### config.mk
export PLATFORM = sky130hd
export DESIGN_NAME = cpu_interrupt_logic
export DESIGN_NICKNAME = d
export VERILOG_FILES = /design/src/sync_edge_flag.v /design/src/cpu_interrupt_logic.v
export VERILOG_INCLUDE_DIRS = /design/src
export SDC_FILE = /design/constraint.sdc
export NUM_CORES = 1
export LEC_CHECK = 0
export ABC_AREA = 1
export ABC_CLOCK_PERIOD_IN_PS = 2200
export BUFFER_PORTS_ARGS = -buffer_cell sky130_fd_sc_hd__buf_2
export CAP_MARGIN = 0
export CORE_MARGIN = 5
export CORE_UTILIZATION = 35
export DETAILED_ROUTE_END_ITERATION = 16
export GPL_TIMING_DRIVEN = 0
export PLACE_DENSITY = 0.65
export SETUP_SLACK_MARGIN = 0.3
export SLEW_MARGIN = 20
export SYNTH_ARGS = -nofsm -noshare
export SYNTH_HDL_FRONTEND = slang
export SYNTH_SLANG_ARGS = --single-unit
### constraint.sdc
create_clock -name clk_sys -period 2.2 [get_ports clk_sys]
set_input_delay 0.44 -clock clk_sys [delete_from_list [all_inputs] [get_ports clk_sys]]
set_output_delay 0.44 -clock clk_sys [all_outputs]
set_load 0.01 [all_outputs]
### src/irq_logic_regs.vh
// Purpose: constants for the cpu interrupt logic
// Assumes: 20 MHz system clock, one domain
// Notes: register indices and bit positions
// What this block does
// - twelve sources, each with own flag
// - flags set regardless of any enable
// - bit 7 global enable gates the core request only
// - enabled flagged source requests vector on the next clock
// - reset clears the global enable
// - accept clears global enable, vector 0004h
// - return from irq sets global enable
// - external event latency three or four cycles
// - pin, port, timer flags in control register
// - peripheral flags gated by peripheral enable
// - pin edge chosen by option bit 6
// - pin flag bit 1, enable bit 4
// - pin wakes sleep; vector only if enabled
// - timer rollover sets bit 2, enable 5
// - port bits 7:4 change sets bit 0
// - only return address saved by hardware
// - mismatch keeps setting flag until port read
`ifndef IRQ_LOGIC_REGS_VH
`define IRQ_LOGIC_REGS_VH
// ********************
// register indices
// ********************
`define ADDR_IRQ_CONTROL 3'h0
`define ADDR_PERIPH_FLAG_ONE 3'h1
`define ADDR_PERIPH_FLAG_TWO 3'h2
`define ADDR_PERIPH_ENABLE_ONE 3'h3
`define ADDR_PERIPH_ENABLE_TWO 3'h4
`define ADDR_OPTION 3'h5
`define ADDR_IRQ_STATUS 3'h6
`define ADDR_IRQ_MASK 3'h7
// ********************
// fields
// ********************
`define BIT_GLOBAL_EN 7
`define BIT_PERIPH_EN 6
`define BIT_TIMER_EN 5
`define BIT_EXT_EN 4
`define BIT_PORT_EN 3
`define BIT_TIMER_FLAG 2
`define BIT_EXT_FLAG 1
`define BIT_PORT_FLAG 0
`define BIT_EDGE_SELECT 6
`define IRQ_VECTOR 13'h0004
`define CONTROL_RESET 8'h00
`define OPTION_RESET 8'hff
`define PERIPH_SOURCES 9
`endif

### src/sync_edge_flag.v
// Purpose: synchronised event flag with software clear
// Assumes: event input may be asynchronous
// Notes: set wins over clear in the same cycle
`timescale 1ns/1ps
`default_nettype none
module sync_edge_flag (
    input wire clk_sys,
    input wire rst_n,
    input wire event_in,
    input wire clear_req,
    output reg flag_r
);
    reg meta_r;
    reg sync_r;
    always @(posedge clk_sys)
    begin
        if (!rst_n)
        begin
            meta_r <= 1'b0;
            sync_r <= 1'b0;
            flag_r <= 1'b0;
        end
        else
        begin
            meta_r <= event_in;
            sync_r <= meta_r;
            if (sync_r)
                flag_r <= 1'b1;
            else if (clear_req)
                flag_r <= 1'b0;
        end
    end
endmodule
`default_nettype wire

### src/cpu_interrupt_logic.v
// Purpose: interrupt gathering, gating and vectoring for the core
// Assumes: one 20 MHz clock; core pulses accept and return strobes
// Notes: pin and port inputs synchronised by two flops
`timescale 1ns/1ps
`default_nettype none
`include "irq_logic_regs.vh"
module cpu_interrupt_logic (
    input wire clk_sys,
    input wire rst_n,
    input wire [2:0] reg_addr,
    input wire [7:0] reg_wdata,
    input wire reg_wr,
    input wire reg_rd,
    output reg [7:0] reg_rdata,
    input wire ext_irq_pin,
    input wire [3:0] keypad_port,
    input wire keypad_port_read,
    input wire timer_zero_rollover,
    input wire [8:0] periph_event,
    input wire core_sleeping,
    input wire irq_accept,
    input wire return_from_irq,
    input wire [12:0] return_pc,
    output reg irq_request_r,
    output reg wake_r,
    output reg vector_load_r,
    output reg [12:0] vector_pc_r,
    output reg stack_push_r,
    output reg [12:0] stack_push_pc_r,
    output reg irq_out_r
);
    // ********************
    // input synchronisers
    // ********************
    reg ext_meta_r;
    reg ext_sync_r;
    reg ext_prev_r;
    reg [3:0] port_meta_r;
    reg [3:0] port_sync_r;
    reg [3:0] port_latch_r;
    reg tmr_meta_r;
    reg tmr_sync_r;
    reg tmr_prev_r;
    // prev resets low to match an idle low pin, so no false edge follows reset
    always @(posedge clk_sys)
    begin
        if (!rst_n)
        begin
            ext_meta_r <= 1'b0;
            ext_sync_r <= 1'b0;
            ext_prev_r <= 1'b0;
        end
        else
        begin
            ext_meta_r <= ext_irq_pin;
            ext_sync_r <= ext_meta_r;
            ext_prev_r <= ext_sync_r;
        end
    end
    always @(posedge clk_sys)
    begin
        if (!rst_n)
        begin
            port_meta_r <= 4'h0;
            port_sync_r <= 4'h0;
        end
        else
        begin
            port_meta_r <= keypad_port;
            port_sync_r <= port_meta_r;
        end
    end
    always @(posedge clk_sys)
    begin
        if (!rst_n)
        begin
            tmr_meta_r <= 1'b0;
            tmr_sync_r <= 1'b0;
            tmr_prev_r <= 1'b0;
        end
        else
        begin
            tmr_meta_r <= timer_zero_rollover;
            tmr_sync_r <= tmr_meta_r;
            tmr_prev_r <= tmr_sync_r;
        end
    end
    // ********************
    // registers
    // ********************
    reg [7:0] control_r;
    reg [7:0] option_r;
    reg [7:0] periph_en_one_r;
    reg [7:0] periph_en_two_r;
    reg [2:0] irq_status_r;
    reg [2:0] irq_mask_r;
    wire [8:0] periph_flag;
    // ********************
    // register decode
    // ********************
    wire wr_ctl = reg_wr && (reg_addr == `ADDR_IRQ_CONTROL);
    wire wr_pf_one = reg_wr && (reg_addr == `ADDR_PERIPH_FLAG_ONE);
    wire wr_pf_two = reg_wr && (reg_addr == `ADDR_PERIPH_FLAG_TWO);
    wire wr_pe_one = reg_wr && (reg_addr == `ADDR_PERIPH_ENABLE_ONE);
    wire wr_pe_two = reg_wr && (reg_addr == `ADDR_PERIPH_ENABLE_TWO);
    wire wr_opt = reg_wr && (reg_addr == `ADDR_OPTION);
    wire wr_sts = reg_wr && (reg_addr == `ADDR_IRQ_STATUS);
    wire wr_msk = reg_wr && (reg_addr == `ADDR_IRQ_MASK);
    // ********************
    // pin edge and timer rollover
    // ********************
    wire edge_rise = ext_sync_r && !ext_prev_r;
    wire edge_fall = !ext_sync_r && ext_prev_r;
    wire ext_edge = option_r[`BIT_EDGE_SELECT] ? edge_rise : edge_fall;
    wire tmr_event = tmr_sync_r && !tmr_prev_r;
    // ********************
    // port change
    // ********************
    // mismatch persists until the port is read, so the flag keeps setting
    wire port_mismatch = (port_sync_r != port_latch_r);
    always @(posedge clk_sys)
    begin
        if (!rst_n)
            port_latch_r <= 4'h0;
        else if (keypad_port_read)
            port_latch_r <= port_sync_r;
    end
    // ********************
    // peripheral flags
    // ********************
    // nine peripheral sources plus three core sources make twelve
    genvar gi;
    generate
        for (gi = 0; gi < `PERIPH_SOURCES; gi = gi + 1)
        begin : g_periph
            wire clr;
            if (gi < 8)
            begin : g_one
                assign clr = wr_pf_one && !reg_wdata[gi];
            end
            else
            begin : g_two
                assign clr = wr_pf_two && !reg_wdata[gi-8];
            end
            sync_edge_flag u_flag (
                .clk_sys(clk_sys),
                .rst_n(rst_n),
                .event_in(periph_event[gi]),
                .clear_req(clr),
                .flag_r(periph_flag[gi])
            );
        end
    endgenerate
    // ********************
    // request gating
    // ********************
    wire [15:0] periph_en = {periph_en_two_r, periph_en_one_r};
    wire periph_pending = |(periph_flag & periph_en[8:0]);
    wire ext_pending = control_r[`BIT_EXT_FLAG] && control_r[`BIT_EXT_EN];
    wire tmr_pending = control_r[`BIT_TIMER_FLAG] && control_r[`BIT_TIMER_EN];
    wire port_pending = control_r[`BIT_PORT_FLAG] && control_r[`BIT_PORT_EN];
    wire core_pending = ext_pending || tmr_pending || port_pending;
    wire any_pending = core_pending
        || (control_r[`BIT_PERIPH_EN] && periph_pending);
    // ********************
    // control register and vectoring
    // ********************
    reg [7:0] ctl_wr;
    reg [7:0] ctl_nxt;
    // software write first; hardware sets below override it
    always @*
    begin
        ctl_wr = control_r;
        if (wr_ctl)
            ctl_wr = reg_wdata;
    end
    always @*
    begin
        ctl_nxt = ctl_wr;
        // flag sets come after the write so the set wins
        if (ext_edge)
            ctl_nxt[`BIT_EXT_FLAG] = 1'b1;
        if (tmr_event)
            ctl_nxt[`BIT_TIMER_FLAG] = 1'b1;
        if (port_mismatch)
            ctl_nxt[`BIT_PORT_FLAG] = 1'b1;
        if (irq_accept)
            ctl_nxt[`BIT_GLOBAL_EN] = 1'b0;
        else if (return_from_irq)
            ctl_nxt[`BIT_GLOBAL_EN] = 1'b1;
    end
    always @(posedge clk_sys)
    begin
        if (!rst_n)
            control_r <= `CONTROL_RESET;
        else
            control_r <= ctl_nxt;
    end
    // edge polarity resets to rising
    always @(posedge clk_sys)
    begin
        if (!rst_n)
            option_r <= `OPTION_RESET;
        else if (wr_opt)
            option_r <= reg_wdata;
    end
    always @(posedge clk_sys)
    begin
        if (!rst_n)
            periph_en_one_r <= 8'h00;
        else if (wr_pe_one)
            periph_en_one_r <= reg_wdata;
    end
    // only one source sits in the second bank; upper enables read zero
    always @(posedge clk_sys)
    begin
        if (!rst_n)
            periph_en_two_r <= 8'h00;
        else if (wr_pe_two)
            periph_en_two_r <= {7'h00, reg_wdata[0]};
    end
    // ********************
    // core handshake outputs
    // ********************
    always @(posedge clk_sys)
    begin
        if (!rst_n)
            irq_request_r <= 1'b0;
        else
            // request follows pending by one flop; with two sync flops
            // this keeps pin-to-vector within the core's cycle budget
            irq_request_r <= control_r[`BIT_GLOBAL_EN] && any_pending
                && !irq_accept;
    end
    // wake only needs the enable, not the global enable
    always @(posedge clk_sys)
    begin
        if (!rst_n)
            wake_r <= 1'b0;
        else
            wake_r <= core_sleeping && any_pending;
    end
    always @(posedge clk_sys)
    begin
        if (!rst_n)
        begin
            vector_load_r <= 1'b0;
            vector_pc_r <= 13'h0000;
            stack_push_r <= 1'b0;
            stack_push_pc_r <= 13'h0000;
        end
        else
        begin
            vector_load_r <= irq_accept;
            vector_pc_r <= `IRQ_VECTOR;
            stack_push_r <= irq_accept;
            if (irq_accept)
                stack_push_pc_r <= return_pc;
        end
    end
    // ********************
    // event status and interrupt output
    // ********************
    wire [2:0] evt = {tmr_event, port_mismatch, ext_edge};
    reg [2:0] status_nxt;
    // events are or-ed in after the clear so a same-cycle event survives
    always @*
    begin
        status_nxt = irq_status_r;
        if (wr_sts)
            status_nxt = irq_status_r & ~reg_wdata[2:0];
        status_nxt = status_nxt | evt;
    end
    always @(posedge clk_sys)
    begin
        if (!rst_n)
            irq_status_r <= 3'h0;
        else
            irq_status_r <= status_nxt;
    end
    always @(posedge clk_sys)
    begin
        if (!rst_n)
            irq_mask_r <= 3'h0;
        else if (wr_msk)
            irq_mask_r <= reg_wdata[2:0];
    end
    always @(posedge clk_sys)
    begin
        if (!rst_n)
            irq_out_r <= 1'b0;
        else
            irq_out_r <= |(irq_status_r & irq_mask_r);
    end
    // ********************
    // read port
    // ********************
    reg [7:0] rdata_nxt;
    // the data slot is zero outside the cycle after a read strobe
    always @*
    begin
        rdata_nxt = 8'h00;
        if (reg_rd)
        begin
            if (reg_addr == `ADDR_IRQ_CONTROL)
                rdata_nxt = control_r;
            else if (reg_addr == `ADDR_PERIPH_FLAG_ONE)
                rdata_nxt = periph_flag[7:0];
            else if (reg_addr == `ADDR_PERIPH_FLAG_TWO)
                rdata_nxt = {7'h00, periph_flag[8]};
            else if (reg_addr == `ADDR_PERIPH_ENABLE_ONE)
                rdata_nxt = periph_en_one_r;
            else if (reg_addr == `ADDR_PERIPH_ENABLE_TWO)
                rdata_nxt = periph_en_two_r;
            else if (reg_addr == `ADDR_OPTION)
                rdata_nxt = option_r;
            else if (reg_addr == `ADDR_IRQ_STATUS)
                rdata_nxt = {5'h00, irq_status_r};
            else
                rdata_nxt = {5'h00, irq_mask_r};
        end
    end
    always @(posedge clk_sys)
    begin
        if (!rst_n)
            reg_rdata <= 8'h00;
        else
            reg_rdata <= rdata_nxt;
    end
endmodule
`default_nettype wire

# == Word-level counts from Yosys, hierarchy flattened ==
# Cells that the tools add are included.
# totals
input_bits,47
out_inout_bits,39
regBits,114
# classes
n_reduce_logical,60
bitwise_logic,6
mux,33
eq_ne,8
# ops
cell,count
$mux W8,7
$logic_and A1 B1 Y1,27
$reduce_bool A2 Y1,13
$mux W1,23
$eq A3 B3 Y1 const B,4
$logic_not A1 Y1,12
$and A9 B9 Y9,1
$mux W3,3
$reduce_or A9 Y1,1
$and A3 B3 Y3,2
$eq A3 B2 Y1 const B,2
$ne A4 B4 Y1,1
$eq A3 B1 Y1 const B,1
$logic_not A3 Y1,1
$logic_or A1 B1 Y1,3
$not A3 Y3,1
$or A3 B3 Y3,1
$reduce_or A3 Y1,1
$reduce_and A2 Y1,1
$reduce_or A2 Y1,1
$not A1 Y1,1

# == Depth between registers and ports, before layout ==
# depth
ltp_word,8
ltp_mapped,10

# == Modules after synthesis ==
# From an unflattened synthesis, not the netlist that was laid out.
# hier_totals
hier_cells,497
hier_area_um2,3975.1
# modules_own_cells
mod,n_inst,seq_area_each_um2,cells_each,area_per_inst_um2
cpu_interrupt_logic,1,1501.4,389,3085.5
sync_edge_flag,9,60.1,12,98.8

# == Worst setup path before layout ==
# Ideal clock, no wire load.
# synth_path
path_type,input to register
startpoint,input reg_addr[2]
endpoint,register periph_en_one_r[6]
arrival_time_ns,1.289
path_stages,8
required_time_ns,2.081
setup_slack_ns,0.792
path_cell_list,buf_4 -> inv_2 -> nand3_2 -> inv_2 -> nand2_2 -> buf_4 -> o21ai_0 -> a21oi_1
# synth_between
elab_chain_len,2
# synth_rtl
item,line_no,rtl
"start, declared",cpu_interrupt_logic.v:10,"input wire [2:0] reg_addr,"
$eq A3 B2 Y1 (no source line),--,
$logic_and A1 B1 Y1,cpu_interrupt_logic.v:104,wire wr_pe_one = reg_wr && (reg_addr == `ADDR_PERIPH_ENABLE_ONE);
"end signal, assigned",cpu_interrupt_logic.v:212,periph_en_one_r <= reg_wdata;
"end, declared",cpu_interrupt_logic.v:93,reg [7:0] periph_en_one_r;
# Every way passes these cells.
# A chain may end at the register's enable or synchronous reset.

==> summary.txt <==
Die
  – Starting Density: 0.3544
  – I/O pin count: between 80 and 90
  – Row count: 38
  – Chip width: around 110 um
  – DIE AREA: 0.01312 mm^2
  – Die height: between 100 and 150 um
  – Core Area: around 0.011 mm^2

Logic synthesis
  – Syn avg cell area: roughly 8 um^2
  – Cell Area, Synth: between 0.003 and 0.004 mm^2
  – Synth async-reset ratio: 0
  – Seq/Total Area, Yosys: 0.5339
  – Synth cell types: 25
  – Ys flop type: dfxtp_1
  – Number of flops mapped to enable cells by yosys: 0
  – YS warnings: 0
  – Post-Syn Instances: 476
  – Post-synthesis register bit count: about 100

Detailed routing
  – Routed vias/inst: about 4.5
  – Detailed Routing Iterations Pass 1: 5
  – DRC Markers: 0
  – Antenna Violating Nets Remaining: 0
  – Final WL: slightly above 9 mm
  – Total number of vias: ~3200
  – Initial DRC Count: between 200 and 250
  – Post-DR wirelength/cell: roughly 13 um

Timing
  – Setup TNS: 0 ns
  – Clk_skew: between 0.004 and 0.005 ns
  – RSZ-0062 raised after global routing: false
  – Period minus WS final: 1.468 ns
  – Rel. slew slack: 0.6154
  – F_max: 0.6810 GHz
  – Finish-stage setup viols: 0
  – Pin slew with the least headroom to its limit: 0.5768 ns
  – Pins over their slew limit: 0
  – Final hold vios: 0
  – Post-route clock period utilization: 0.6675

Pwr
  – Leak pwr: between 2 and 2.5 nW
  – Peak supply drop: approximately 0.27 mV
  – Power Density: 756.6 mW/mm^2
  – Pwr Total: ~3.5 mW

Clocking
  – Hold-fix buffers, CTS: 0
  – CTS H-tree lvls: 3
  – Post-CTS setup repair buffer count: 0
  – # resized after CTS: 0
  – Reg clk slew, reported paths: ~0.09 ns
  – CTS tree: done
  – CTS sink count: around 100
  – CTS max path bufs: 2
  – Number of buffers created by CTS: 9
  – CTS root buf: clkbuf_8
  – Clk_lat worst skew: between 0.3 and 0.4 ns

Critical path
  – Worst Setup End Kind: flop
  – Setup Crit Path Kind: input port to flop
  – Startpoint types: input port
  – CP Max Fanout: 10
  – CP arrival: between 1.5 and 2 ns
  – Crit Reg-Reg Endpoint: irq_request_r
  – R2R setup slack: 1.08 ns
  – CP required: 2.49 ns
  – Worst R2R Path Depth: 5
  – RR Startpoint: g_periph[0].u_flag.flag_r

Place
  – DP Cell Count: about 700
  – GP Congestion: 0.9136
  – I/O Buffers: slightly above 70
  – DP Wirelength: around 7 mm

Worst hold path
  – Hold Crit Start: rst_n
  – Hold Crit Endpoint: vector_pc_r[2]
  – Worst Hold Class: input port to flop
  – Hold Path Stages: 1

Global route
  – First-pass GRT wire length: 14.36 mm
  – Grt ovf: 0
  – Initial antenna violation count: 0
  – Overall Global Routing Usage: 0.1400
  – Vias in the first global route: 3021
  – Largest net degree at the start of global routing: 17

Cells and area
  – Area grow syn2layout: 19.82%
  – Layout fillers: approximately 1100
  – Footprint of the multi-input gates: 0.001371 mm^2
  – Final-stage net count: between 600 and 700
  – Share of post-route cells with drive strength above 1: 0.2094
  – Finished Layout Cells: between 700 and 800
  – Antenna cells: 0
  – Register Area: a little over 0.002 mm^2

Run
  – Max_cap viols: 0

Status
  – Status: finished clean
==> cell usage after synthesis (2+ instances only) <==
| cell | instances | area, um^2 |
|---|---|---|
| buf_4 | 15 | 112.6 |
| dfxtp_1 | 102 | 2042 |
| o21ai_1 | 10 | 50.05 |
| o211ai_1 | 6 | 45.04 |
| inv_1 | 71 | 266.5 |
| buf_2 | 2 | 10.01 |
| xor2_1 | 4 | 35.03 |
| nand3_1 | 11 | 55.05 |
| a31oi_1 | 2 | 12.51 |
| nand2_1 | 95 | 356.6 |
| o21ai_0 | 33 | 165.2 |
| a21oi_1 | 48 | 240.2 |
| inv_2 | 8 | 30.03 |
| clkbuf_1 | 9 | 33.78 |
| nor2_4 | 3 | 33.78 |
| nand2_2 | 4 | 25.02 |
| nor2_1 | 30 | 112.6 |
| a22o_1 | 15 | 131.4 |
| o22ai_1 | 2 | 12.51 |
==> report_power, final <==
group          leakage (nW)  total [mW]  internal, mW  switching, mW
clock                0.0888        1.15         0.523          0.624
combinational          1.40       0.347         0.136          0.211
sequential            0.838        1.97          1.93         0.0424
==> metrics by stage <==
step,util,instance area [um^2],hold slack (ns),worst slack (ns)
floorplan,-,3866,0.3905,0.7915
global placement,0.4074,4397,0.3946,0.4246
CTS,0.4246,4583,0.2201,0.7455
detailed placement,0.4074,4397,0.3947,0.3929
global route,0.4246,4583,0.2138,0.6173
finish,0.4246,4583,0.2293,0.7315
==> layer usage <==
metal | part of all wire | up-vias | global-route usage
li1 | - | 1667 | -
met1 | 0.44 | 1435 | 0.1795
met2 | 0.46 | 112 | 0.2247
met3 | 0.072 | 24 | 0.03277
met4 | 0.027 | 0 | 0.06017
met5 | 0 | - | 0
==> sequential cells by signal, indices dropped and copies added, names as in the netlist, 8 cells and up <==
register / count
g_periph.u_flag.flag_r: 9
control_r: 8
option_r: 8
periph_en_one_r: 8
g_periph.u_flag.meta_r: 9
stack_push_pc_r: 13
reg_rdata: 8
g_periph.u_flag.sync_r: 9
==> critical path: stages <==
cell,delay (ns)
buf_2,0.11
clkbuf_1,0.40
clkbuf_1,0.48
o21ai_0,0.18
a21oi_1,0.15
==> cells by family after synthesis <==
| group | after synthesis | synth area share |
|---|---|---|
| buffers and inverters | 105 | 0.1184 |
| other | 1 | 0.0009804 |
| and+or+nand+nor | 147 | 0.1636 |
| DFF | 102 | 0.5339 |
| xor gates and xnor gates | 4 | 0.009158 |
| AOI/OAI and AO/OA | 117 | 0.1740 |
==> cells in the final DEF, fill, tap and decap left out, drive strengths merged, types with 2 or more instances in the layout <==
master and n:
a21oi 48, a22o 15, a31oi 2, buf 88, clkbuf 19, clkinvlp 2
conb 12, dfxtp 102, inv 80, nand2 99, nand3 12, nor2 35
o211ai 6, o21ai 43, o22ai 2, xor2 4
==> area by class of cell <==
class	count	share of cell area
clock inverters	5	0.01283
repair buffers	71	0.07753
flip-flops and latches	102	0.4455
well taps	140	0.03822
plain buffers	26	0.03413
clock buffers	10	0.02785
multi-input cells	280	0.2992
inverters	79	0.06470
==> how the worst max path moves through the flow <==
stage	start	to
final	rst_n	irq_mask_r[0]
after global routing	rst_n	reg_rdata[1]
after CTS	rst_n	irq_mask_r[0]
after detailed placement	rst_n	periph_en_two_r[0]
after global placement	rst_n	irq_mask_r[0]
after floorplan	reg_addr[2]	periph_en_one_r[6]
No activity file was read; power rests on OpenSTA's default activity.
